**src/serial_pkg.sv**
```systemverilog
package serial_pkg;

	// ------------------------------------------------------------
	// Widths and depths
	// ------------------------------------------------------------
	localparam int NUM_CH     = 2;
	localparam int DATA_W     = 8;
	localparam int SHIFT_W    = 11;
	localparam int FIFO_DEPTH = 3;
	localparam int ENTRY_W    = 11;

	// Receive entry layout: data in [7:0], then error flags
	localparam int ERR_PARITY  = 8;
	localparam int ERR_FRAME   = 9;
	localparam int ERR_OVERRUN = 10;

	// ------------------------------------------------------------
	// Clock division, stop length and timing counts
	// ------------------------------------------------------------
	localparam logic [1:0] DIV_1  = 2'h0;
	localparam logic [1:0] DIV_16 = 2'h1;
	localparam logic [1:0] DIV_32 = 2'h2;
	localparam logic [1:0] DIV_64 = 2'h3;
	localparam logic [6:0] TICKS_X1  = 7'h01;
	localparam logic [6:0] TICKS_X16 = 7'h10;
	localparam logic [6:0] TICKS_X32 = 7'h20;
	localparam logic [6:0] TICKS_X64 = 7'h40;
	localparam logic [1:0] STOP_1   = 2'h0;
	localparam logic [1:0] STOP_1_5 = 2'h1;
	localparam logic [1:0] STOP_2   = 2'h2;
	localparam logic [2:0] HALVES_1   = 3'h2;
	localparam logic [2:0] HALVES_1_5 = 3'h3;
	localparam logic [2:0] HALVES_2   = 3'h4;
	localparam logic [3:0] MIN_CHAR_BITS = 4'h5;

	// ------------------------------------------------------------
	// Reset values
	// ------------------------------------------------------------
	localparam logic [15:0] TC_RESET     = 16'h0000;
	localparam logic [7:0]  VECTOR_RESET = 8'h00;
	localparam logic [7:0]  MASTER_RESET = 8'h00;
	localparam logic [10:0] SHIFT_IDLE   = 11'h7ff;

	// ------------------------------------------------------------
	// Interrupt control, pending bits and vector status codes
	// ------------------------------------------------------------
	localparam int MASTER_VIS = 0;
	localparam int MASTER_MIE = 3;
	localparam int PEND_EXT   = 0;
	localparam int PEND_TX    = 1;
	localparam int PEND_RX    = 2;
	localparam int VEC_LSB    = 1;
	localparam logic [2:0] VCODE_A_RX = 3'h6;
	localparam logic [2:0] VCODE_A_TX = 3'h4;
	localparam logic [2:0] VCODE_A_EX = 3'h5;
	localparam logic [2:0] VCODE_B_RX = 3'h2;
	localparam logic [2:0] VCODE_B_TX = 3'h0;
	localparam logic [2:0] VCODE_B_EX = 3'h1;
	localparam logic [2:0] VCODE_NONE = 3'h3;

	typedef enum logic [2:0] {
		RX_IDLE, RX_CONFIRM, RX_DATA, RX_STOP, RX_BREAK, RX_HOLD
	} rx_state_t;

	typedef enum logic [1:0] {TX_IDLE, TX_BITS, TX_STOP} tx_state_t;

endpackage
```
**src/dual_async_serial_channel.sv**
```systemverilog
// Behaviour
// - Character data length five to eight bits
// - Optional parity, even or odd selectable
// - Stop period one, one and a half, or two bits
// - Break forces serial output low anytime
// - Break start and end both raise request
// - Recheck low input half bit later
// - High on recheck means spike, ignored
// - Framing and overrun stored with character
// - After framing error, wait half bit
// - Divide supplied clock by 1/16/32/64
// - Transmit and receive clocks chosen independently
// - Three-deep receive FIFO plus shifter
// - Byte holding buffer feeds eleven-bit shifter
// - Receive path depends on character length
// - Two identical independent full-duplex channels
// - Vector and master control shared, single
// - Second channel reads vector with status
// - Pending bits readable through first channel
// - Sixteen-bit time constant, two readable bytes
// - Per-channel control, sync and status registers
// - Modem pins monitored or general purpose
// - Baud counter reloads, toggles at zero
module dual_async_serial_channel (
	input  wire logic             clk,
	input  wire logic             rst_n,
	input  wire logic [1:0][7:0]  tx_data,
	input  wire logic [1:0]       tx_write,
	output logic      [1:0]       tx_empty,
	output logic      [1:0][7:0]  rx_data,
	output logic      [1:0][2:0]  rx_flags,
	output logic      [1:0]       rx_valid,
	input  wire logic [1:0]       rx_read,
	input  wire logic [1:0][1:0]  char_len,
	input  wire logic [1:0]       parity_en,
	input  wire logic [1:0]       parity_odd,
	input  wire logic [1:0][1:0]  stop_sel,
	input  wire logic [1:0]       send_break,
	input  wire logic [1:0][1:0]  tx_div,
	input  wire logic [1:0][1:0]  rx_div,
	input  wire logic [1:0]       tx_clk_sel,
	input  wire logic [1:0]       rx_clk_sel,
	input  wire logic [1:0]       tx_clk_pin,
	input  wire logic [1:0]       rx_clk_pin,
	input  wire logic [1:0][7:0]  tc_wdata,
	input  wire logic [1:0]       tc_low_we,
	input  wire logic [1:0]       tc_high_we,
	output logic      [1:0][7:0]  tc_low_rd,
	output logic      [1:0][7:0]  tc_high_rd,
	output logic      [1:0]       brg_out,
	input  wire logic             serial_in_line_first,
	input  wire logic             serial_in_line_second,
	output logic      [1:0]       serial_out,
	output logic      [1:0]       rx_break,
	input  wire logic [1:0]       ext_clear,
	input  wire logic [1:0][1:0]  modem_in,
	input  wire logic [1:0]       modem_watch_en,
	input  wire logic [1:0][1:0]  modem_ctl,
	output logic      [1:0][1:0]  modem_out,
	output logic      [1:0][1:0]  modem_status,
	input  wire logic [7:0]       vector_wdata,
	input  wire logic             vector_we,
	input  wire logic [7:0]       master_wdata,
	input  wire logic             master_we,
	output logic      [7:0]       vector_read_first,
	output logic      [7:0]       vector_read_second,
	output logic      [5:0]       irq_pending_read,
	output logic                  irq_req
);

	// ------------------------------------------------------------
	// Helpers
	// ------------------------------------------------------------
	// Clock cycles of the supplied clock per bit
	function automatic logic [6:0] div_ticks(input logic [1:0] code);
		case (code)
			serial_pkg::DIV_16: div_ticks = serial_pkg::TICKS_X16;
			serial_pkg::DIV_32: div_ticks = serial_pkg::TICKS_X32;
			serial_pkg::DIV_64: div_ticks = serial_pkg::TICKS_X64;
			default:            div_ticks = serial_pkg::TICKS_X1;
		endcase
	endfunction

	// Mask of the valid data bits for a length code
	function automatic logic [7:0] char_mask(input logic [1:0] code);
		char_mask = 8'hff >> (2'h3 - code);
	endfunction

	// Pointer step over three slots
	function automatic logic [1:0] ptr_inc(input logic [1:0] p);
		ptr_inc = (p == 2'h2) ? 2'h0 : p + 2'h1;
	endfunction

	// Start bit, data, optional parity, ones above
	function automatic logic [10:0] build_frame(input logic [7:0] d,
		input logic [3:0] n, input logic pe, input logic po);
		logic [9:0] d10;
		logic       p;
		d10 = {2'b00, d};
		p = (^d) ^ po;
		build_frame = serial_pkg::SHIFT_IDLE;
		build_frame[0] = 1'b0;
		for (int i = 0; i < 10; i++) begin
			if (4'(i) < n) begin
				build_frame[i + 1] = d10[i];
			end else if (4'(i) == n && pe) begin
				build_frame[i + 1] = p;
			end
		end
	endfunction

	logic [1:0]      rx_pin;
	logic [1:0][2:0] pend;

	assign rx_pin = {serial_in_line_second, serial_in_line_first};

	// ------------------------------------------------------------
	// Channels
	// ------------------------------------------------------------
	for (genvar ch = 0; ch < serial_pkg::NUM_CH; ch++) begin : g_ch
		logic [2:0]  rx_sync_reg, txc_sync_reg, rxc_sync_reg;
		logic [1:0]  mdm_s1_reg, mdm_s2_reg, mdm_stat_reg, mdm_out_reg;
		logic [15:0] tc_reg, brg_cnt_reg;
		logic        brg_reg;
		logic [7:0]  tx_buf_reg;
		logic        tx_full_reg, tx_pend_reg, ser_out_reg, ext_reg;
		logic [10:0] tx_sr_reg;
		logic [3:0]  tx_bits_reg, rx_bits_reg;
		logic [7:0]  tx_tcnt_reg, rx_tcnt_reg;
		logic [8:0]  rx_sr_reg;
		logic [1:0]  head_reg, tail_reg, count_reg;
		logic        fresh_reg;
		logic [serial_pkg::ENTRY_W-1:0] rd_entry;
		serial_pkg::tx_state_t tx_state_reg;
		serial_pkg::rx_state_t rx_state_reg;

		// Synchronisers; stage 2 feeds edge history in stage 3
		always_ff @(posedge clk) begin
			if (!rst_n) begin
				rx_sync_reg  <= 3'h7;
				txc_sync_reg <= 3'h0;
				rxc_sync_reg <= 3'h0;
				mdm_s1_reg   <= 2'h0;
				mdm_s2_reg   <= 2'h0;
			end else begin
				rx_sync_reg  <= {rx_sync_reg[1:0], rx_pin[ch]};
				txc_sync_reg <= {txc_sync_reg[1:0], tx_clk_pin[ch]};
				rxc_sync_reg <= {rxc_sync_reg[1:0], rx_clk_pin[ch]};
				mdm_s1_reg   <= modem_in[ch];
				mdm_s2_reg   <= mdm_s1_reg;
			end
		end

		// Baud generator: reload at zero, toggle output
		logic brg_zero, brg_rise, tx_tick, rx_tick, rx_line;
		assign brg_zero = (brg_cnt_reg == 16'h0000);
		assign brg_rise = brg_zero & ~brg_reg;
		assign tx_tick  = tx_clk_sel[ch] ? (txc_sync_reg[1] &
			~txc_sync_reg[2]) : brg_rise;
		assign rx_tick  = rx_clk_sel[ch] ? (rxc_sync_reg[1] &
			~rxc_sync_reg[2]) : brg_rise;
		assign rx_line  = rx_sync_reg[1];

		always_ff @(posedge clk) begin
			if (!rst_n) begin
				tc_reg      <= serial_pkg::TC_RESET;
				brg_cnt_reg <= serial_pkg::TC_RESET;
				brg_reg     <= 1'b1;
			end else begin
				if (tc_low_we[ch])
					tc_reg[7:0] <= tc_wdata[ch];
				if (tc_high_we[ch])
					tc_reg[15:8] <= tc_wdata[ch];
				if (brg_zero) begin
					brg_reg     <= ~brg_reg;
					brg_cnt_reg <= tc_reg;
				end else begin
					brg_cnt_reg <= brg_cnt_reg - 16'h0001;
				end
			end
		end

		// Character format and bit timing per direction
		logic [3:0] len_bits, tx_nbits, rx_nbits;
		logic [6:0] tx_ticks, rx_ticks;
		logic [2:0] halves;
		logic [8:0] stop_prod;
		logic [7:0] tx_bit_last, tx_stop_last, rx_bit_last, rx_half_last;
		assign len_bits = serial_pkg::MIN_CHAR_BITS + {2'b00, char_len[ch]};
		assign rx_nbits = len_bits + {3'b000, parity_en[ch]};
		assign tx_nbits = rx_nbits + 4'h1;
		assign tx_ticks = div_ticks(tx_div[ch]);
		assign rx_ticks = div_ticks(rx_div[ch]);
		assign halves = (stop_sel[ch] == serial_pkg::STOP_1) ?
			serial_pkg::HALVES_1 : (stop_sel[ch] == serial_pkg::STOP_1_5) ?
			serial_pkg::HALVES_1_5 : serial_pkg::HALVES_2;
		assign stop_prod = {2'b00, tx_ticks} * {6'h00, halves};
		assign tx_stop_last = stop_prod[8:1] - 8'h01;
		assign tx_bit_last  = {1'b0, tx_ticks} - 8'h01;
		assign rx_bit_last  = {1'b0, rx_ticks} - 8'h01;
		assign rx_half_last = (rx_ticks == serial_pkg::TICKS_X1) ? 8'h00 :
			{2'b00, rx_ticks[6:1]} - 8'h01;

		// Transmitter: holding buffer into shift register
		logic tx_load, tx_fire;
		assign tx_fire = tx_tick & (tx_tcnt_reg == 8'h00);
		assign tx_load = tx_tick & tx_full_reg &
			((tx_state_reg == serial_pkg::TX_IDLE) |
			(tx_state_reg == serial_pkg::TX_STOP & tx_fire));

		always_ff @(posedge clk) begin
			if (!rst_n) begin
				tx_state_reg <= serial_pkg::TX_IDLE;
				tx_sr_reg    <= serial_pkg::SHIFT_IDLE;
				tx_bits_reg  <= 4'h0;
				tx_tcnt_reg  <= 8'h00;
			end else if (tx_load) begin
				tx_sr_reg    <= build_frame(tx_buf_reg, len_bits,
					parity_en[ch], parity_odd[ch]);
				tx_bits_reg  <= tx_nbits;
				tx_tcnt_reg  <= tx_bit_last;
				tx_state_reg <= serial_pkg::TX_BITS;
			end else if (tx_tick && !tx_fire) begin
				tx_tcnt_reg <= tx_tcnt_reg - 8'h01;
			end else if (tx_fire) begin
				case (tx_state_reg)
					serial_pkg::TX_BITS: begin
						tx_sr_reg   <= {1'b1, tx_sr_reg[10:1]};
						tx_bits_reg <= tx_bits_reg - 4'h1;
						if (tx_bits_reg == 4'h1) begin
							tx_state_reg <= serial_pkg::TX_STOP;
							tx_tcnt_reg  <= tx_stop_last;
						end else begin
							tx_tcnt_reg <= tx_bit_last;
						end
					end
					serial_pkg::TX_STOP: tx_state_reg <= serial_pkg::TX_IDLE;
					default: tx_state_reg <= serial_pkg::TX_IDLE;
				endcase
			end
		end

		// Buffer flag, pending flag (set wins) and line driver
		always_ff @(posedge clk) begin
			if (!rst_n) begin
				tx_buf_reg  <= 8'h00;
				tx_full_reg <= 1'b0;
				tx_pend_reg <= 1'b0;
				ser_out_reg <= 1'b1;
			end else begin
				if (tx_write[ch])
					tx_buf_reg <= tx_data[ch];
				tx_full_reg <= tx_write[ch] | (tx_full_reg & ~tx_load);
				tx_pend_reg <= tx_load | (tx_pend_reg & ~tx_write[ch]);
				ser_out_reg <= ~send_break[ch] &
					((tx_state_reg != serial_pkg::TX_BITS) | tx_sr_reg[0]);
			end
		end

		// Receiver: align by length, check parity
		logic [8:0] rx_word;
		logic [7:0] rx_char;
		logic       rx_fire, rx_push, rx_perr, rx_ferr, brk_start, brk_end;
		assign rx_word = rx_sr_reg >> (4'h9 - rx_nbits);
		assign rx_char = rx_word[7:0] & char_mask(char_len[ch]);
		assign rx_perr = parity_en[ch] &
			(rx_word[len_bits] != ((^rx_char) ^ parity_odd[ch]));
		assign rx_fire = rx_tick & (rx_tcnt_reg == 8'h00);
		assign rx_push = rx_fire & (rx_state_reg == serial_pkg::RX_STOP);
		assign rx_ferr = ~rx_line;
		assign brk_start = rx_push & rx_ferr & (rx_sr_reg == 9'h000);
		assign brk_end = rx_tick & rx_line &
			(rx_state_reg == serial_pkg::RX_BREAK);

		always_ff @(posedge clk) begin
			if (!rst_n) begin
				rx_state_reg <= serial_pkg::RX_IDLE;
				rx_sr_reg    <= 9'h000;
				rx_bits_reg  <= 4'h0;
				rx_tcnt_reg  <= 8'h00;
			end else if (rx_tick && !rx_fire) begin
				rx_tcnt_reg <= rx_tcnt_reg - 8'h01;
			end else if (rx_tick) begin
				case (rx_state_reg)
					serial_pkg::RX_IDLE: if (!rx_line) begin
						rx_state_reg <= serial_pkg::RX_CONFIRM;
						rx_tcnt_reg  <= rx_half_last;
					end
					serial_pkg::RX_CONFIRM: if (!rx_line) begin
						rx_state_reg <= serial_pkg::RX_DATA;
						rx_bits_reg  <= rx_nbits;
						rx_sr_reg    <= 9'h000;
						rx_tcnt_reg  <= rx_bit_last;
					end else begin
						rx_state_reg <= serial_pkg::RX_IDLE;
					end
					serial_pkg::RX_DATA: begin
						rx_sr_reg   <= {rx_line, rx_sr_reg[8:1]};
						rx_bits_reg <= rx_bits_reg - 4'h1;
						rx_tcnt_reg <= rx_bit_last;
						if (rx_bits_reg == 4'h1)
							rx_state_reg <= serial_pkg::RX_STOP;
					end
					serial_pkg::RX_STOP: if (brk_start) begin
						rx_state_reg <= serial_pkg::RX_BREAK;
					end else if (rx_ferr) begin
						rx_state_reg <= serial_pkg::RX_HOLD;
						rx_tcnt_reg  <= rx_half_last;
					end else begin
						rx_state_reg <= serial_pkg::RX_IDLE;
					end
					serial_pkg::RX_BREAK: if (rx_line)
						rx_state_reg <= serial_pkg::RX_IDLE;
					serial_pkg::RX_HOLD: rx_state_reg <= serial_pkg::RX_IDLE;
					default: rx_state_reg <= serial_pkg::RX_IDLE;
				endcase
			end
		end

		// Receive FIFO; when full the newest slot is overwritten
		logic       fifo_full, rx_pop, ovr;
		logic [1:0] wr_addr;
		logic [serial_pkg::ENTRY_W-1:0] wr_entry;
		assign fifo_full = (count_reg == 2'(serial_pkg::FIFO_DEPTH));
		assign rx_pop  = rx_read[ch] & rx_valid[ch];
		assign ovr     = fifo_full & ~rx_pop;
		assign wr_addr = ovr ? ((tail_reg == 2'h0) ? 2'h2 :
			tail_reg - 2'h1) : tail_reg;
		assign wr_entry = {ovr, rx_ferr, rx_perr, rx_char};

		always_ff @(posedge clk) begin
			if (!rst_n) begin
				head_reg  <= 2'h0;
				tail_reg  <= 2'h0;
				count_reg <= 2'h0;
				fresh_reg <= 1'b0;
			end else begin
				fresh_reg <= ~(rx_push | rx_pop);
				if (rx_pop)
					head_reg <= ptr_inc(head_reg);
				if (rx_push && !ovr)
					tail_reg <= ptr_inc(tail_reg);
				if (rx_push && !ovr && !rx_pop)
					count_reg <= count_reg + 2'h1;
				else if (rx_pop && !rx_push)
					count_reg <= count_reg - 2'h1;
			end
		end

		entry_mem u_mem (
			.clk     (clk),
			.rst_n   (rst_n),
			.wr_en   (rx_push),
			.wr_addr (wr_addr),
			.wr_data (wr_entry),
			.rd_addr (head_reg),
			.rd_data (rd_entry)
		);

		// Modem lines and status events, set wins over clear
		logic mdm_chg;
		assign mdm_chg = modem_watch_en[ch] & (mdm_s2_reg != mdm_stat_reg);

		always_ff @(posedge clk) begin
			if (!rst_n) begin
				mdm_stat_reg <= 2'h0;
				mdm_out_reg  <= 2'h0;
				ext_reg      <= 1'b0;
			end else begin
				mdm_stat_reg <= mdm_s2_reg;
				mdm_out_reg  <= modem_ctl[ch];
				ext_reg <= brk_start | brk_end | mdm_chg |
					(ext_reg & ~ext_clear[ch]);
			end
		end

		// Per-channel outputs and pending bits
		assign tx_empty[ch]     = ~tx_full_reg;
		assign rx_valid[ch]     = (count_reg != 2'h0) & fresh_reg;
		assign rx_data[ch]      = rd_entry[7:0];
		assign rx_flags[ch]     = rd_entry[serial_pkg::ERR_OVERRUN:
			serial_pkg::ERR_PARITY];
		assign tc_low_rd[ch]    = tc_reg[7:0];
		assign tc_high_rd[ch]   = tc_reg[15:8];
		assign brg_out[ch]      = brg_reg;
		assign serial_out[ch]   = ser_out_reg;
		assign rx_break[ch]     = (rx_state_reg == serial_pkg::RX_BREAK);
		assign modem_out[ch]    = mdm_out_reg;
		assign modem_status[ch] = mdm_stat_reg;
		assign pend[ch][serial_pkg::PEND_RX]  = (count_reg != 2'h0);
		assign pend[ch][serial_pkg::PEND_TX]  = tx_pend_reg;
		assign pend[ch][serial_pkg::PEND_EXT] = ext_reg;
	end

	// ------------------------------------------------------------
	// Shared interrupt registers
	// ------------------------------------------------------------
	logic [7:0] shared_vector_write_reg, master_irq_control_reg;
	logic [7:0] vector_read_reg, irq_src_vec;
	logic [5:0] irq_pending_read_reg;
	logic       irq_req_reg;
	logic [2:0] vcode;

	// Highest pending source picks the status code
	assign vcode = pend[0][serial_pkg::PEND_RX]  ? serial_pkg::VCODE_A_RX :
		pend[0][serial_pkg::PEND_TX]  ? serial_pkg::VCODE_A_TX :
		pend[0][serial_pkg::PEND_EXT] ? serial_pkg::VCODE_A_EX :
		pend[1][serial_pkg::PEND_RX]  ? serial_pkg::VCODE_B_RX :
		pend[1][serial_pkg::PEND_TX]  ? serial_pkg::VCODE_B_TX :
		pend[1][serial_pkg::PEND_EXT] ? serial_pkg::VCODE_B_EX :
		serial_pkg::VCODE_NONE;
	assign irq_src_vec = shared_vector_write_reg;

	always_ff @(posedge clk) begin
		if (!rst_n) begin
			shared_vector_write_reg <= serial_pkg::VECTOR_RESET;
			master_irq_control_reg  <= serial_pkg::MASTER_RESET;
			vector_read_reg         <= serial_pkg::VECTOR_RESET;
			irq_pending_read_reg    <= 6'h00;
			irq_req_reg             <= 1'b0;
		end else begin
			if (vector_we)
				shared_vector_write_reg <= vector_wdata;
			if (master_we)
				master_irq_control_reg <= master_wdata;
			vector_read_reg <= irq_src_vec;
			if (master_irq_control_reg[serial_pkg::MASTER_VIS])
				vector_read_reg[serial_pkg::VEC_LSB +: 3] <= vcode;
			irq_pending_read_reg <= {pend[0], pend[1]};
			irq_req_reg <= master_irq_control_reg[serial_pkg::MASTER_MIE] &
				(|{pend[0], pend[1]});
		end
	end

	assign vector_read_first  = shared_vector_write_reg;
	assign vector_read_second = vector_read_reg;
	assign irq_pending_read   = irq_pending_read_reg;
	assign irq_req            = irq_req_reg;

endmodule // dual_async_serial_channel

```
**src/entry_mem.sv**
```systemverilog
// Three-entry receive store, registered read port
module entry_mem (
	input  wire logic                               clk,
	input  wire logic                               rst_n,
	input  wire logic                               wr_en,
	input  wire logic [1:0]                         wr_addr,
	input  wire logic [serial_pkg::ENTRY_W-1:0]     wr_data,
	input  wire logic [1:0]                         rd_addr,
	output logic      [serial_pkg::ENTRY_W-1:0]     rd_data
);

	logic [serial_pkg::ENTRY_W-1:0] mem_reg [serial_pkg::FIFO_DEPTH];
	logic [serial_pkg::ENTRY_W-1:0] rd_data_reg;

	// Write port and registered read
	always_ff @(posedge clk) begin
		if (!rst_n) begin
			for (int i = 0; i < serial_pkg::FIFO_DEPTH; i++) begin
				mem_reg[i] <= '0;
			end
			rd_data_reg <= '0;
		end else begin
			if (wr_en) begin
				mem_reg[wr_addr] <= wr_data;
			end
			rd_data_reg <= mem_reg[rd_addr];
		end
	end

	assign rd_data = rd_data_reg;

endmodule // entry_mem

```
**config.mk**
```make
export PLATFORM = sky130hd
export DESIGN_NAME = dual_async_serial_channel
export DESIGN_NICKNAME = d
export VERILOG_FILES = /design/src/serial_pkg.sv /design/src/dual_async_serial_channel.sv /design/src/entry_mem.sv
export SDC_FILE = /design/constraint.sdc
export NUM_CORES = 1
export LEC_CHECK = 0
export BUFFER_PORTS_ARGS = -buffer_cell sky130_fd_sc_hd__buf_4
export CAP_MARGIN = 20
export CELL_PAD_IN_SITES_DETAIL_PLACEMENT = 1
export CELL_PAD_IN_SITES_GLOBAL_PLACEMENT = 1
export CORE_UTILIZATION = 46
export DETAILED_ROUTE_END_ITERATION = 6
export GPL_ROUTABILITY_DRIVEN = 0
export PLACE_DENSITY_LB_ADDON = 0.1
export SLEW_MARGIN = 20
export SYNTH_ARGS = -nofsm -noshare
export SYNTH_HDL_FRONTEND = slang
export SYNTH_HIERARCHICAL = 1
export SYNTH_SLANG_ARGS = --single-unit
```
**constraint.sdc**
```tcl
create_clock -name clk -period 4.89 [get_ports clk]
set_input_delay 0.2445 -clock clk [delete_from_list [all_inputs] [get_ports clk]]
set_output_delay 0.2445 -clock clk [all_outputs]
set_load 0.02 [all_outputs]
```
**Yosys cells after proc, flatten, opt, wreduce, memory -nomap -nowiden**

Memories as Yosys holds them, arrays and structs flattened. A register that Yosys moved wholly into a read port is not among the register bits.
Cells that the tools add are included.

- Register bits after elaboration: 261
- Logic and storage cells: 568
- Input port bits: 104
- Output and inout bits: 95
- Bits in read-only memories: 0
- RAM bits: 66
- Memories: 2
- Bits in latches: 0

- $lt $le $gt $ge: 22
- $mul: 2
- Shifts and indexed selects: 4
- Divide/modulo/power cells: 0
- Reductions and logical operators: 101
- Bitwise gates (word level): 94
- $add $sub $neg: 38
- Multiplexer cells: 162
- Equality and inequality tests: 80

Memories:

| memory | words | bits a word | read ports | clocked after Yosys merged registers in | wr ports | RTL line | RTL |
|---|---|---|---|---|---|---|---|
| g_ch[0].u_mem.mem_reg | 3 | 11 | 1 | 1 | 3 | entry_mem.sv:12 | `logic [serial_pkg::ENTRY_W-1:0] mem_reg [serial_pkg::FIFO_DEPTH];` |
| g_ch[1].u_mem.mem_reg | 3 | 11 | 1 | 1 | 3 | entry_mem.sv:12 |  |

Operators with widths:

| operator | number |
|---|---|
| 8-bit two-way mux | 22 |
| 11-bit two-way mux | 10 |
| 7-bit one-hot mux with 3 select lines | 4 |
| 8-bit one-hot mux with 4 select lines | 2 |
| 1-bit two-way mux | 61 |
| 3-bit two-way mux | 18 |
| 8-bit by 1-bit subtractor with 8-bit output (second input constant) | 6 |
| 2-bit two-way mux | 23 |
| 1-bit AND | 45 |
| 4-bit two-way mux | 10 |
| 9-bit one-hot mux with 2 select lines | 2 |
| 2-bit == test (second input constant) | 16 |
| 3-bit by 4-bit == test with 1-bit output (first input constant) | 8 |
| 16-bit logical NOT | 2 |
| 8-bit logical NOT | 4 |
| 3-bit by 4-bit < comparator with 1-bit output (first input constant) | 8 |
| 16-bit two-way mux | 2 |
| 8-bit parity | 4 |
| 16-bit by 1-bit subtractor with 16-bit output (second input constant) | 2 |
| 7-bit by 1-bit subtractor with 8-bit output (second input constant) | 4 |
| 1-bit logical AND | 30 |
| 3-bit one-hot mux with 5 select lines | 2 |
| 1-bit inverter | 27 |
| 2-bit nonzero test | 12 |
| 51 further kinds | 179 |

**Longest topological paths before layout**

- Word-level depth: 11
- Depth in mapped cells: 17
- Depth with buffers taken out: 14

**Hierarchy**

The synthesis kept the hierarchy.

Modules (own cells, without submodules):

| module | area an instance (um2) | cells each | instances | sequential area each (um2) |
|---|---|---|---|---|
| dual_async_serial_channel | 13938.4 | 1652 | 1 | 5185.0 |
| entry_mem | 2180.8 | 138 | 2 | 1541.5 |

**Least setup slack after synthesis**

Ideal clock, no wire load.

- Path kind: input port to flip-flop
- Start: input char_len[0] in the netlist's numbering
- End: memory g_ch[0].u_mem/mem_reg[1][8] in the netlist's numbering (data pin)
- Buffers on the path: 3
- Stages on the path: 16
- Path slack: 0.549 ns
- Required time: 4.635 ns
- Data arrival time: 4.087 ns
- Setup time: 0.255 ns
- Cells stage by stage: inv_1 > ha_1 > inv_1 > fa_1 > clkbuf_1 > buf_1 > inv_1 > ha_1 > buf_1 > mux4_2 > nor2_1 > xor2_1 > xnor3_1 > xor2_1 > and2_1 > and2_1

RTL lines:

| item | RTL line | RTL |
|---|---|---|
| start: declaration | dual_async_serial_channel.sv:34 | `input wire logic [1:0][1:0] char_len,` |
| end: declaration | entry_mem.sv:12 |  |

==> results.json <==
{
  "syn_avg_cell_area_um2": 9.49,
  "first_global_vias": 15700,
  "cts_resized": 0,
  "wl_um": 49700,
  "maxCapViolCount": 0,
  "hold_depth": 4,
  "final_cells": 2674,
  "outcome": "completed",
  "cts_buffer_depth": 3,
  "synth-seq-cells": 369,
  "path_max_fanout": 13,
  "core-area_um2": 38900,
  "clkLatencyLatePin_ns": 0.56,
  "grt_pass1_wl_um": 80900,
  "max_freq_mhz": 241,
  "min_to": "g_ch[1].ext_reg$_SDFF_PN0_",
  "finalPower_mw": 8.14,
  "timing.slew.headroom_pct": 33.4,
  "fillers": 4414,
  "syn_to_final_growth_pct": 19.8,
  "regToRegSetupSlack_ns": 0.74,
  "cts_buffers": 42,
  "first_pass_iters": 4,
  "design.die.area_um2": 40600,
  "ant_nets": 0,
  "most-common-layout-cells": "dfxtp_1, nor2_1, buf_4",
  "overflow": 0,
  "grt_max_degree": 75,
  "slew_viol_final": 0,
  "drt-initial-drc-count": 576,
  "yosys_warnings": 6,
  "setup-tns-final_ns": 0,
  "fin_ws_ns": 0.736,
  "cts_root_buffer": "clkbuf_16",
  "rsz0062_at_grt": "false",
  "cp-end-kind": "flop",
  "cp.required_ns": 5.07,
  "hp-class": "in -> reg",
  "netlist_area_um2": 18300,
  "synth_edf_count": 88,
  "p_leak_nw": 8.75,
  "synthFlopType": "dfxtp_1",
  "path_class": "reg -> reg",
  "core.rowCount": 72,
  "ys_seq_area_share_pct": 45.2,
  "post_cts_buffers": 0,
  "dr_total_vias": 14800,
  "clkTransAtPathRegs_ns": 0.06,
  "hold_start": "ext_clear[1]",
  "drive_gt1_share_pct": 14.6,
  "setup_violations": 0,
  "rr_worst_depth": 7,
  "async_flop_share_pct": 0,
  "pin_count": 199,
  "htree_levels": 2,
  "place_ws_ns": 0.725,
  "final_util_pct": 56.4,
  "crit_arrival_ns": 4.34,
  "ys_types": 80,
  "period_share_pct": 85.0,
  "hold_viol": 0,
  "p_per_area_nw_per_um2": 371,
  "largest_reg_flops": 88,
  "routedWlPerCell_um": 18.6,
  "viasPerCell": 5.53,
  "grtUsageTotal_pct": 24.4,
  "crit-reg2reg-capture": "g_ch[1].u_mem/mem_reg[2][2]$_SDFFCE_PN0P_",
  "worst_slew_pin_slew_ns": 0.996,
  "tritoncts": "built",
  "io_buffers": 192,
  "initial_utilization_pct": 47.0,
  "drc": 0,
  "crit_start": "g_ch[1].brg_cnt_reg[7]$_SDFF_PN0_",
  "postSynthCellCount": 1928,
  "dp_hpwl_um": 33600,
  "critPathLaunchType": "flop",
  "peakVddDrop_uv": 300,
  "place_inst": 2538,
  "period_minus_slack_ns": 4.15,
  "die_x_um": 201,
  "mostFrequentLayoutCell": "dfxtp_1",
  "antenna_found_initial": 1,
  "clock_skew_ns": 0.0158,
  "syn-num-nets": 2091,
  "dieHeight_um": 201,
  "cts.sinks": 369,
  "reg2reg_from": "g_ch[1].brg_cnt_reg[7]$_SDFF_PN0_",
  "nets": 2288
}
## through the flow
step | area, µm² | hold slack (ns)
3_3_place_gp | 20000 | 0.394
4_1_cts | 21900 | 0.0246
3_5_place_dp | 20000 | 0.398
6_report | 21900 | 0.0543
2_1_floorplan | 18300 | 0.346
5_1_grt | 21900 | 0.0615
## area by class of cell
class / count / area [µm²] / share of cell area, %
tap: 518 / 648 / 2.96
multi-input combinational: 1385 / 9280 / 42.3
antenna: 1 / 2.50 / 0.0114
sequential: 369 / 8270 / 37.7
timing repair buffer: 268 / 2160 / 9.87
clock inverter: 21 / 164 / 0.747
clock buffer: 53 / 1170 / 5.35
inverter: 59 / 226 / 1.03
## worst max-delay path by stage
stage,to,slack (ns),cells after the start
CTS,g_ch[1].u_mem/mem_reg[2][8]$_SDFFCE_PN0P_,0.73,7
finish,g_ch[1].u_mem/mem_reg[2][2]$_SDFFCE_PN0P_,0.74,7
global route,g_ch[1].u_mem/mem_reg[2][8]$_SDFFCE_PN0P_,0.55,7
detailed placement,g_ch[0].u_mem/mem_reg[0][8]$_SDFFCE_PN0P_,0.72,15
floorplan,g_ch[0].u_mem/mem_reg[1][8]$_SDFFCE_PN0P_,0.55,16
global placement,g_ch[1].u_mem/mem_reg[2][5]$_SDFFCE_PN0P_,0.85,7
## repair_timing
action | 4_1_cts | 5_1_grt
hold endpoints to repair | 75 | 0
endpoints found under the setup margin | 0 | 0
hold buffers | 61 | 0
## synth_stat cells, types with 7 or more instances
cell type | instances | area share [%]
a211oi_1 | 37 | 1.5
nand3b_1 | 10 | 0.41
nor2_1 | 228 | 4.7
inv_1 | 58 | 1.2
buf_4 | 10 | 0.41
nor3b_1 | 22 | 0.90
nor3_1 | 51 | 1.4
buf_1 | 15 | 0.31
a31oi_1 | 11 | 0.38
xor2_1 | 30 | 1.4
xnor2_1 | 54 | 2.6
and2_1 | 112 | 3.8
buf_6 | 7 | 0.43
nor2b_1 | 11 | 0.38
dfxtp_1 | 281 | 31
a21o_1 | 10 | 0.41
mux4_2 | 10 | 1.2
and3_1 | 9 | 0.31
nand3_1 | 34 | 0.93
nor4_1 | 18 | 0.62
o211ai_1 | 13 | 0.53
o21a_1 | 8 | 0.33
o21ai_0 | 76 | 2.1
a22oi_1 | 10 | 0.41
a22o_1 | 9 | 0.43
mux2i_1 | 145 | 7.9
or3_1 | 18 | 0.62
and3b_1 | 8 | 0.38
nand2b_1 | 31 | 1.1
o22ai_1 | 31 | 1.1
edfxtp_1 | 88 | 14
a21oi_1 | 98 | 2.7
ha_1 | 53 | 3.6
clkbuf_1 | 78 | 1.6
nand2_1 | 117 | 2.4
or4_1 | 8 | 0.33
## cell families after synthesis
| group | count (synthesis) | share of synthesized area [%] |
|---|---|---|
| flip-flops | 369 | 45.2 |
| buffers and inverters | 174 | 4.10 |
| XOR/XNOR | 86 | 4.27 |
| adder cells (fa/ha/maj) | 59 | 4.28 |
| multiplexers | 157 | 9.28 |
| AND/OR/NAND/NOR | 724 | 20.4 |
| AO/OA/AOI/OAI | 359 | 12.5 |
## critical path, cell delays in order, from the launching register on
cell and delay (ns):
dfxtp_1 0.35, or4_4 0.57, or4_1 0.53, or3_1 0.47, a21o_1 0.36, nor2_1 0.43, and4b_1 0.54, or2b_1 0.53
## routing by layer
metal | share of wire (%) | global-route usage [%] | up-vias
li1 | - | - | 7222
met1 | 44 | 29.1 | 7248
met2 | 50 | 44.2 | 244
met3 | 4.2 | 4.32 | 74
met4 | 2.2 | 7.71 | 0
met5 | 0 | 0 | -
## report_power, final
group | leakage (nW) | internal, mW | switching (mW)
logic | 4.95 | 0.682 | 0.876
registers | 3.14 | 3.33 | 0.171
clock network | 0.660 | 1.80 | 1.28
total | 8.75 | 5.81 | 2.33
Note: power is estimated with default switching activity, not from simulation.
